$ cat src/hw/ppd_pkg.sv
package ppd_pkg;
  // Register access
  localparam int             DATA_W    = 24;
  localparam int             ADDR_W    = 6;
  localparam logic [5:0]     ADDR_PUMP = 6'h09;
  localparam logic [5:0]     ADDR_TRIG = 6'h0A;
  localparam logic [5:0]     ADDR_PD   = 6'h0B;
  localparam logic [23:0]    RD_ZERO   = 24'h000000;
  // Reset values
  localparam logic [23:0]    PUMP_RST  = 24'h40050A;
  localparam logic [23:0]    TRIG_RST  = 24'h002205;
  localparam logic [23:0]    TRIG_PROG = 24'h001800;
  localparam logic [23:0]    PD_RST    = 24'h0F8061;
  // Pump register fields
  localparam int             GAIN_W      = 7;
  localparam int             P_LGAIN_LSB = 0;
  localparam int             P_RGAIN_LSB = 7;
  localparam int             P_OFS_LSB   = 14;
  localparam int             P_OFS_UP    = 21;
  localparam int             P_OFS_DN    = 22;
  localparam int             P_HIGAIN    = 23;
  // Phase detector register fields
  localparam int             DLY_W       = 3;
  localparam int             PSB_W       = 3;
  localparam int             F2_W        = 2;
  localparam int             D_DLY_LSB   = 0;
  localparam int             D_TIE       = 3;
  localparam int             D_FLIP      = 4;
  localparam int             D_RAISE_EN  = 5;
  localparam int             D_LOWER_EN  = 6;
  localparam int             D_CSP_LSB   = 7;
  localparam int             D_FRC_RAISE = 9;
  localparam int             D_FRC_LOWER = 10;
  localparam int             D_FRC_MID   = 11;
  localparam int             D_PSB_LSB   = 12;
  localparam int             D_OPB_LSB   = 15;
  localparam int             D_MCG_LSB   = 17;
  localparam int             D_DPW_LSB   = 20;
  // Cycle-slip thresholds in ns, per mode code
  localparam logic [1:0]     CSP_OFF     = 2'h0;
  localparam logic [1:0]     CSP_M1      = 2'h1;
  localparam logic [1:0]     CSP_M2      = 2'h2;
  localparam logic [4:0]     CSP_NS_1    = 5'h06;
  localparam logic [4:0]     CSP_NS_2    = 5'h0E;
  localparam logic [4:0]     CSP_NS_3    = 5'h18;
  localparam logic [4:0]     CSP_NS_OFF  = 5'h00;
  // Main counter gating limits per code; zero means all clocks on
  localparam logic [1:0]     MCG_C0      = 2'h0;
  localparam logic [1:0]     MCG_C1      = 2'h1;
  localparam logic [1:0]     MCG_C2      = 2'h2;
  localparam logic [10:0]    MCG_LIM_0   = 11'h020;
  localparam logic [10:0]    MCG_LIM_1   = 11'h080;
  localparam logic [10:0]    MCG_LIM_2   = 11'h3FF;
  localparam logic [10:0]    MCG_LIM_ON  = 11'h000;
  localparam logic [6:0]     GAIN_ZERO   = 7'h00;
endpackage

$ cat src/hw/ppd_reg24.sv
`timescale 1ns/10ps
// One read/write configuration word; every bit kept, including spares
module ppd_reg24 #(
  parameter int          W   = 24,
  parameter logic [23:0] RST = 24'h000000
) (
  // Clock and reset
  input  wire logic         clk,
  input  wire logic         reset_n,
  // Write port
  input  wire logic         wr_en,
  input  wire logic [W-1:0] wdata,
  // Stored value
  output logic      [W-1:0] q
);
  // Synchronous reset to the documented default
  always_ff @(posedge clk) begin
    if (!reset_n) begin
      q <= RST[W-1:0];
    end else if (wr_en) begin
      q <= wdata;
    end
  end
endmodule // ppd_reg24

$ cat src/hw/pump_phase_detector_regs.sv
`timescale 1ns/10ps
// Overview of operation
// - Down pump gain, bits 6:0, default ten, one current step per count.
// - Up pump gain, bits 13:7, default ten, one current step per count.
// - Pump offset magnitude, bits 20:14, default zero.
// - Bit 21 applies offset upward; zero turns up offset off; default zero.
// - Bit 22 applies offset downward; zero turns down offset off; default one.
// - Bit 23 selects high-gain pump mode; needs the op-amp kept enabled.
// - Bits 2:0 pick detector reset-path delay, default one.
// - Bit 3 ties detector inputs together, test only, default zero.
// - Bit 4 flips detector polarity, default zero.
// - Bit 5 enables detector up output, default one, with forced-up bit.
// - Bit 6 enables detector down output, default one, with forced bits.
// - Bits 8:7 cycle-slip mode: off, or 6, 14, 24 ns thresholds.
// - Bit 9 forces pump up output on, test only, default zero.
// - Bit 10 forces pump down output on, test only, default zero.
// - Bit 11 forces pump output to mid rail, test only, default zero.
// - Bits 16:15 set pump op-amp bias, default three.
// - Bits 18:17 gate main counter clock below 32, 128, 1023; three all on.
// - Bits 21:20 select divider pulse width, zero shortest, default zero.
module pump_phase_detector_regs (
  // Clock and reset
  input  wire logic                         clk,
  input  wire logic                         reset_n,
  // Register access from the serial engine
  input  wire logic                         reg_wr_en,
  input  wire logic                         reg_rd_en,
  input  wire logic [ppd_pkg::ADDR_W-1:0]   reg_addr,
  input  wire logic [ppd_pkg::DATA_W-1:0]   reg_wdata,
  output logic      [ppd_pkg::DATA_W-1:0]   reg_rdata,
  output logic                              reg_rd_valid,
  // Analog enable status from outside this bank
  input  wire logic                         opamp_enable,
  // Charge pump controls
  output logic      [ppd_pkg::GAIN_W-1:0]   pump_lower_gain,
  output logic      [ppd_pkg::GAIN_W-1:0]   pump_raise_gain,
  output logic      [ppd_pkg::GAIN_W-1:0]   pump_offset_mag,
  output logic      [ppd_pkg::GAIN_W-1:0]   pump_raise_offset,
  output logic      [ppd_pkg::GAIN_W-1:0]   pump_lower_offset,
  output logic                              high_gain_pump_mode,
  output logic                              high_gain_blocked,
  // Trigger word
  output logic      [ppd_pkg::DATA_W-1:0]   auxiliary_serial_trigger,
  output logic                              trigger_programmed,
  // Phase detector controls
  output logic      [ppd_pkg::DLY_W-1:0]    detector_reset_delay_sel,
  output logic                              detector_input_tie,
  output logic                              phase_polarity_flip,
  output logic                              detector_raise_out_en,
  output logic                              detector_lower_out_en,
  output logic                              pump_raise_path_on,
  output logic                              pump_lower_path_on,
  output logic      [ppd_pkg::F2_W-1:0]     cycle_slip_guard_mode,
  output logic      [4:0]                   cycle_slip_threshold_ns,
  output logic                              force_pump_raise,
  output logic                              force_pump_lower,
  output logic                              force_pump_midrail,
  output logic      [ppd_pkg::PSB_W-1:0]    prescaler_bias,
  output logic      [ppd_pkg::F2_W-1:0]     opamp_bias,
  output logic      [ppd_pkg::F2_W-1:0]     main_counter_clock_gating,
  output logic      [10:0]                  main_counter_gate_limit,
  output logic      [ppd_pkg::F2_W-1:0]     divider_pulse_width
);
  import ppd_pkg::*;

  // Address decode
  wire logic        sel_pump = (reg_addr == ADDR_PUMP);
  wire logic        sel_trig = (reg_addr == ADDR_TRIG);
  wire logic        sel_pd   = (reg_addr == ADDR_PD);
  wire logic        wr_pump  = reg_wr_en & sel_pump;
  wire logic        wr_trig  = reg_wr_en & sel_trig;
  wire logic        wr_pd    = reg_wr_en & sel_pd;
  logic [23:0]      pump_q;
  logic [23:0]      trig_q;
  logic [23:0]      pd_q;

  // Three storage words; writes land whole, spare bits included
  ppd_reg24 #(.W(DATA_W), .RST(PUMP_RST)) u_pump (
    .clk     (clk),
    .reset_n (reset_n),
    .wr_en   (wr_pump),
    .wdata   (reg_wdata),
    .q       (pump_q)
  );
  ppd_reg24 #(.W(DATA_W), .RST(TRIG_RST)) u_trig (
    .clk     (clk),
    .reset_n (reset_n),
    .wr_en   (wr_trig),
    .wdata   (reg_wdata),
    .q       (trig_q)
  );
  ppd_reg24 #(.W(DATA_W), .RST(PD_RST)) u_pd (
    .clk     (clk),
    .reset_n (reset_n),
    .wr_en   (wr_pd),
    .wdata   (reg_wdata),
    .q       (pd_q)
  );

  // Readback mux; unmapped addresses read zero
  wire logic [23:0] rd_mux = sel_pump ? pump_q :
                             sel_trig ? trig_q :
                             sel_pd   ? pd_q   : RD_ZERO;

  logic [23:0] rdata_r;
  logic        rd_valid_r;
  always_ff @(posedge clk) begin
    if (!reset_n) begin
      rdata_r    <= RD_ZERO;
      rd_valid_r <= 1'b0;
    end else begin
      rdata_r    <= reg_rd_en ? rd_mux : rdata_r;
      rd_valid_r <= reg_rd_en;
    end
  end
  assign reg_rdata    = rdata_r;
  assign reg_rd_valid = rd_valid_r;

  // Plain field taps straight from the storage flip-flops
  assign pump_lower_gain           = pump_q[P_LGAIN_LSB +: GAIN_W];
  assign pump_raise_gain           = pump_q[P_RGAIN_LSB +: GAIN_W];
  assign pump_offset_mag           = pump_q[P_OFS_LSB +: GAIN_W];
  assign high_gain_pump_mode       = pump_q[P_HIGAIN];
  assign auxiliary_serial_trigger  = trig_q;
  assign detector_reset_delay_sel  = pd_q[D_DLY_LSB +: DLY_W];
  assign detector_input_tie        = pd_q[D_TIE];
  assign phase_polarity_flip       = pd_q[D_FLIP];
  assign detector_raise_out_en     = pd_q[D_RAISE_EN];
  assign detector_lower_out_en     = pd_q[D_LOWER_EN];
  assign cycle_slip_guard_mode     = pd_q[D_CSP_LSB +: F2_W];
  assign force_pump_raise          = pd_q[D_FRC_RAISE];
  assign force_pump_lower          = pd_q[D_FRC_LOWER];
  assign force_pump_midrail        = pd_q[D_FRC_MID];
  assign prescaler_bias            = pd_q[D_PSB_LSB +: PSB_W];
  assign opamp_bias                = pd_q[D_OPB_LSB +: F2_W];
  assign main_counter_clock_gating = pd_q[D_MCG_LSB +: F2_W];
  assign divider_pulse_width       = pd_q[D_DPW_LSB +: F2_W];

  // Directional offsets: a cleared direction bit turns that side off
  wire logic [6:0]  raise_ofs_nxt = pump_q[P_OFS_UP] ? pump_offset_mag : GAIN_ZERO;
  wire logic [6:0]  lower_ofs_nxt = pump_q[P_OFS_DN] ? pump_offset_mag : GAIN_ZERO;

  // High-gain mode cannot work with the op-amp off; flag it for software
  wire logic        hg_block_nxt = high_gain_pump_mode & ~opamp_enable;

  // Software is expected to replace the reset trigger value
  wire logic        trig_ok_nxt = (trig_q == TRIG_PROG);

  // Path enables: mid rail parks both sides, a force overrides the enable
  wire logic        raise_on_nxt = ~force_pump_midrail &
                                   (force_pump_raise | detector_raise_out_en);
  wire logic        lower_on_nxt = ~force_pump_midrail &
                                   (force_pump_lower | detector_lower_out_en);

  // Cycle-slip threshold decode; zero means the guard is off
  wire logic [4:0]  csp_ns_nxt = (cycle_slip_guard_mode == CSP_OFF) ? CSP_NS_OFF :
                                 (cycle_slip_guard_mode == CSP_M1)  ? CSP_NS_1   :
                                 (cycle_slip_guard_mode == CSP_M2)  ? CSP_NS_2   :
                                                                      CSP_NS_3;

  // Counter gating limit decode; code three keeps all clocks running
  wire logic [10:0] mcg_nxt = (main_counter_clock_gating == MCG_C0) ? MCG_LIM_0 :
                              (main_counter_clock_gating == MCG_C1) ? MCG_LIM_1 :
                              (main_counter_clock_gating == MCG_C2) ? MCG_LIM_2 :
                                                                      MCG_LIM_ON;

  // Derived outputs are registered, so they trail a write by two cycles
  logic [6:0]  raise_ofs_r;
  logic [6:0]  lower_ofs_r;
  logic        hg_block_r;
  logic        trig_ok_r;
  logic        raise_on_r;
  logic        lower_on_r;
  logic [4:0]  csp_ns_r;
  logic [10:0] mcg_r;
  always_ff @(posedge clk) begin
    if (!reset_n) begin
      raise_ofs_r <= GAIN_ZERO;
      lower_ofs_r <= GAIN_ZERO;
      hg_block_r  <= 1'b0;
      trig_ok_r   <= 1'b0;
      raise_on_r  <= 1'b0;
      lower_on_r  <= 1'b0;
      csp_ns_r    <= CSP_NS_OFF;
      mcg_r       <= MCG_LIM_ON;
    end else begin
      raise_ofs_r <= raise_ofs_nxt;
      lower_ofs_r <= lower_ofs_nxt;
      hg_block_r  <= hg_block_nxt;
      trig_ok_r   <= trig_ok_nxt;
      raise_on_r  <= raise_on_nxt;
      lower_on_r  <= lower_on_nxt;
      csp_ns_r    <= csp_ns_nxt;
      mcg_r       <= mcg_nxt;
    end
  end
  assign pump_raise_offset       = raise_ofs_r;
  assign pump_lower_offset       = lower_ofs_r;
  assign high_gain_blocked       = hg_block_r;
  assign trigger_programmed      = trig_ok_r;
  assign pump_raise_path_on      = raise_on_r;
  assign pump_lower_path_on      = lower_on_r;
  assign cycle_slip_threshold_ns = csp_ns_r;
  assign main_counter_gate_limit = mcg_r;
endmodule // pump_phase_detector_regs

$ cat config.mk
export PLATFORM = sky130hd
export DESIGN_NAME = pump_phase_detector_regs
export DESIGN_NICKNAME = d
export VERILOG_FILES = /design/src/hw/ppd_pkg.sv /design/src/hw/ppd_reg24.sv /design/src/hw/pump_phase_detector_regs.sv
export SDC_FILE = /design/constraint.sdc
export NUM_CORES = 1
export LEC_CHECK = 0
export ABC_AREA = 1
export BUFFER_PORTS_ARGS = -buffer_cell sky130_fd_sc_hd__buf_2
export CORE_MARGIN = 1.5
export CORE_UTILIZATION = 30
export DETAILED_ROUTE_END_ITERATION = 7
export GPL_TIMING_DRIVEN = 0
export HOLD_SLACK_MARGIN = 0.05
export SYNTH_ARGS = -nofsm -noshare
export SYNTH_HDL_FRONTEND = slang
export SYNTH_SLANG_ARGS = --single-unit
$ cat constraint.sdc
create_clock -name clk -period 2 [get_ports clk]
set_input_delay 0.2 -clock clk [delete_from_list [all_inputs] [get_ports clk]]
set_output_delay 0.2 -clock clk [all_outputs]
set_load 0.005 [all_outputs]
# After elaboration in Yosys (flattened, before gate mapping)
# Index checks and enable logic that the tools add are counted.
# Widths: inputs -> output; s select.
word_totals:
  rom_bits: 0
  register_bits: 130
  word_cells: 51
  ram_bits: 0
  latch_bits: 0
  n_memories: 0
classes:
  mux: 8
  n_reduce_logical: 8
  bitwise_logic: 11
  n_addsub: 0
  order_cmp: 0
  eq_ne: 8
  div_mod_pow: 0
  shift: 0
  mul: 0
ops:
  columns: ["cell", "n"]
  rows:
  - ["$mux 24", 3]
  - ["$eq 24x13->1 const B", 1]
  - ["$eq 6x4->1 const B", 3]
  - ["$mux 10", 1]
  - ["$mux 8", 1]
  - ["$and 1x1->1", 6]
  - ["$mux 6", 1]
  - ["$reduce_or 3->1", 2]
  - ["$mux 5", 1]
  - ["$eq 2x1->1 const B", 2]
  - ["$eq 2x2->1 const B", 2]
  - ["$logic_not 2->1", 2]
  - ["$reduce_and 2->1", 2]
  - ["$reduce_or 2->1", 2]
  - ["$mux 3", 1]
  - ["$not 1->1", 3]
  - ["$or 1x1->1", 2]

# Depth between registers and ports, before layout
depth:
  word_depth: 4
  mapped_depth: 9
  ltp_nobuf: 8

# Cells and area by module
# A second synthesis with hierarchy kept.
hier_totals:
  cells_unflattened: 818
  hier_area_um2: 5442.7
modules_own_cells:
  columns: ["mod", "cells_per_inst", "instances", "area_each_um2"]
  rows:
  - ["pump_phase_detector_regs", 396, 1, 2521.2]
  - ["ppd_reg24 (u_trig)", 144, 1, 988.4]
  - ["ppd_reg24 (u_pump)", 142, 1, 970.9]
  - ["ppd_reg24 (u_pd)", 136, 1, 962.2]

# Worst setup path before layout
# No wires, ideal clock.
synth_path:
  path_type: "input-to-reg"
  startpoint: "input port reg_addr[4] (netlist bit)"
  endpoint: "register u_pd.q[21]"
  setup_slack_ps: 855
  required_ps: 1887
  arrival_ps: 1032
  n_path_buf: 1
  path_stages: 9
  cell_sequence: "inv_1 > nand2_1 > nor2_8 > nand2_2 > nor2_4 > inv_2 > buf_6 > nor2_1 > nor2_1"
synth_via:
  elab_chain_cells: 2
synth_rtl:
  columns: ["item", "line", "text"]
  rows:
  - ["start, declared", "pump_phase_detector_regs.sv:28", "input wire logic [ppd_pkg::ADDR_W-1:0] reg_addr,"]
  - ["$eq 6x4->1", "pump_phase_detector_regs.sv:69", "wire logic sel_pd = (reg_addr == ADDR_PD);"]
  - ["$and 1x1->1", "pump_phase_detector_regs.sv:72", "wire logic wr_pd = reg_wr_en & sel_pd;"]
  - ["end signal, assigned", "ppd_reg24.sv:19", "q <= RST[W-1:0];"]
  - ["end signal, assigned", "ppd_reg24.sv:21", "q <= wdata;"]
  - ["end, declared", "ppd_reg24.sv:14", "output logic [W-1:0] q"]
# Every way passes these cells.
# A chain may end at the register's enable or synchronous reset.

==> reports/qor.csv <==
metric;value;unit
Slew @ Worst Pin;0.642;ns
Die Y;138;um
Root Buffer;clkbuf_16;
initial antenna violation count;1;
slowest cell on the critical path;dfxtp_1;
overall power;6.09;mW
sequential fraction of the synthesis area;0.445;
clk sinks;121;
number of remaining DRC errors;0;
footprint of the multi-input gates;2240;sq um
relative slew slack;0.572;
Mapped Area;5450;sq um
DR vias;5265;
critical path cell sequence;buf_4, buf_2;
GP Congestion;0.900;
DIE AREA;19000;sq um
total I/O pin count;161;
critical path type;reg2out;
layout cell share with drive strength beyond 1;0.295;
arrival time at the worst endpoint;1.09;ns
largest net degree at the start of global routing;17;
final hold violations;0;
Avg Inst Size Synth;7.49;sq um
power per standard cell area;841;nW/um^2
status;finished, final reports clean;
fmax;776;MHz
EDFF count, synth;0;
Mapped Cells;727;
Routed Antenna Nets;0;
H-tree depth;4;
Synth Register Bits;121;
Total Routing Usage GR;0.195;
Startpoint Class;flip-flop;
cell taking the most area after synthesis;dfxtp_1;
num rows;49;
HP Class;in2reg;
Detail Placement HPWL;14.4;mm
maximum root-to-sink buffer count;2;
WP buf/inv;2;
CTS-repair resized insts;0;
clock buffer count from CTS;17;
Synth Flop Type;dfxtp_1;
kind of end point of the critical path;output port;
die width;138;um
clk_skew;0.00731;ns
flop-to-flop setup slack;0.79;ns
WL/cell;15.9;um
RSZ-0062 raised after global routing;false;
Iter 0 DRT Violations;403;
Max VDD drop;684;uV
nets;953;
most frequent cells after synthesis;129 x nor2_1, 121 x dfxtp_1, 115 x nand2_1;
Setup Fix Bufs, Post-CTS;0;
TritonRoute pass-1 iters;5;
Clock Pin Slew Worst Setup and Hold Paths;0.05;ns
final core utilization;0.404;
total number of yosys warnings;0;
TritonCTS clock tree;yes;
Worst Path Required;1.80;ns
count leader, synth;nor2_1;
Layout Area Growth over Synthesis;32.9;%
worst skew pair latency;0.42;ns
final setup violation count;0;
Setup TNS Final;0;ns
Final Critical Period;1.29;ns
Max stage delay on crit path;0.44;ns
Cell variety after synth;28;
Initial Util;0.304;
Leak;3.51;nW
Filler cells;1879;
synth top area cells;dfxtp_1 44%, nor2_1 8.9%, nand2_1 7.9%;
Via density;4.56;
IO Port Bufs;154;
Max Slew Vio Count;0;
number of global-route vias before repair;4750;
total gr overflow;0;
Register Area;2420;sq um
number of max-cap violations;0;
first-pass GRT wire length;27.1;mm
DRT Wirelength;18.3;mm
Core ar.;17900;sq um
period utilization;0.644;
cell family with most CP delay;flip-flops;
async set or reset register ratio after synthesis;0;
Worst Path Max Fanout;8;
post-synth top area share;0.445;
metal layers:
metal,vias to the layer above,track usage,share of wire
met4,0,0.0781,0.020
met1,2364,0.258,0.46
met3,25,0.0526,0.071
met2,192,0.301,0.45
met5,-,0,0
li1,2684,-,-
final timing paths:
check / from / endpoint / cells after the start
hold / removal: reg_wdata[12] / u_pd.q[12] / 3
setup / recovery: main_counter_gate_limit[8] / main_counter_gate_limit[9] / 2
hold reg to reg: u_pd.q[19] / u_pd.q[19] / 2
setup reg to reg: u_trig.q[17] / trigger_programmed / 3
cell families after synthesis:
group	Yosys count	share of synthesized area
and+or+nand+nor	355	0.299
buffers and inverters	138	0.144
DFF	121	0.445
AOI/OAI and AO/OA	106	0.0974
adders and majority gates	6	0.0138
other	1	0.000689
where the power goes:
| part | internal [mW] | total, mW | switching [mW] | leakage (nW) |
|---|---|---|---|---|
| combinational | 0.143 | 0.398 | 0.255 | 2.22 |
| clock | 2.11 | 3.21 | 1.10 | 0.310 |
| sequential | 2.45 | 2.48 | 0.0228 | 0.981 |
registers in the layout, indices dropped and copies added (netlist names):
| name | count |
|---|---|
| reg_rdata | 24 |
| u_pd.q | 24 |
| u_pump.q | 24 |
| u_trig.q | 24 |
| pump_lower_offset | 7 |
| pump_raise_offset | 7 |
| cycle_slip_threshold_ns | 3 |
| main_counter_gate_limit | 3 |
| high_gain_blocked | 1 |
| pump_lower_path_on | 1 |
| pump_raise_path_on | 1 |
| reg_rd_valid | 1 |
| trigger_programmed | 1 |
cell usage in the layout (no fill, tap or decap), types with 24 or more instances in the layout:
cell type	n
buf_2	167
a21oi_1	27
nand3_1	51
dfxtp_1	121
nand4_1	24
inv_1	40
buf_4	54
nand2_1	115
o21ai_0	67
nor2_1	129
timing repair:
| item | 4_1_cts | 5_1_grt |
|---|---|---|
| endpoints found under the hold margin | 11 | 0 |
| hold buffers | 11 | 0 |
| setup endpoints to repair | 0 | 0 |
worst register-to-register path: stages (launching register included):
cell and delay (ns):
dfxtp_1 0.35, nor4_1 0.46, nand3_1 0.16, nor2_1 0.17
final cells by class:
cell class	instances	area share
antenna	1	0.000346
tap	229	0.0396
buffer	92	0.0844
timing repair buffer	165	0.122
inverter	46	0.0242
clock buffer	24	0.0693
clock inverter	8	0.0159
multi-input combinational	469	0.310
sequential	121	0.335
per-stage QoR:
stage,instances,worst slack [ns],area (sq um),hold WS [ns]
after floorplan,728,0.855,5450,0.279
after global placement,1111,0.420,6510,0.376
after detailed placement,1111,0.409,6510,0.378
after CTS,1154,0.690,7230,0.0525
after global routing,1155,0.639,7240,0.0660
final,1155,0.711,7240,0.0645
(Power assumes the default switching activity.)
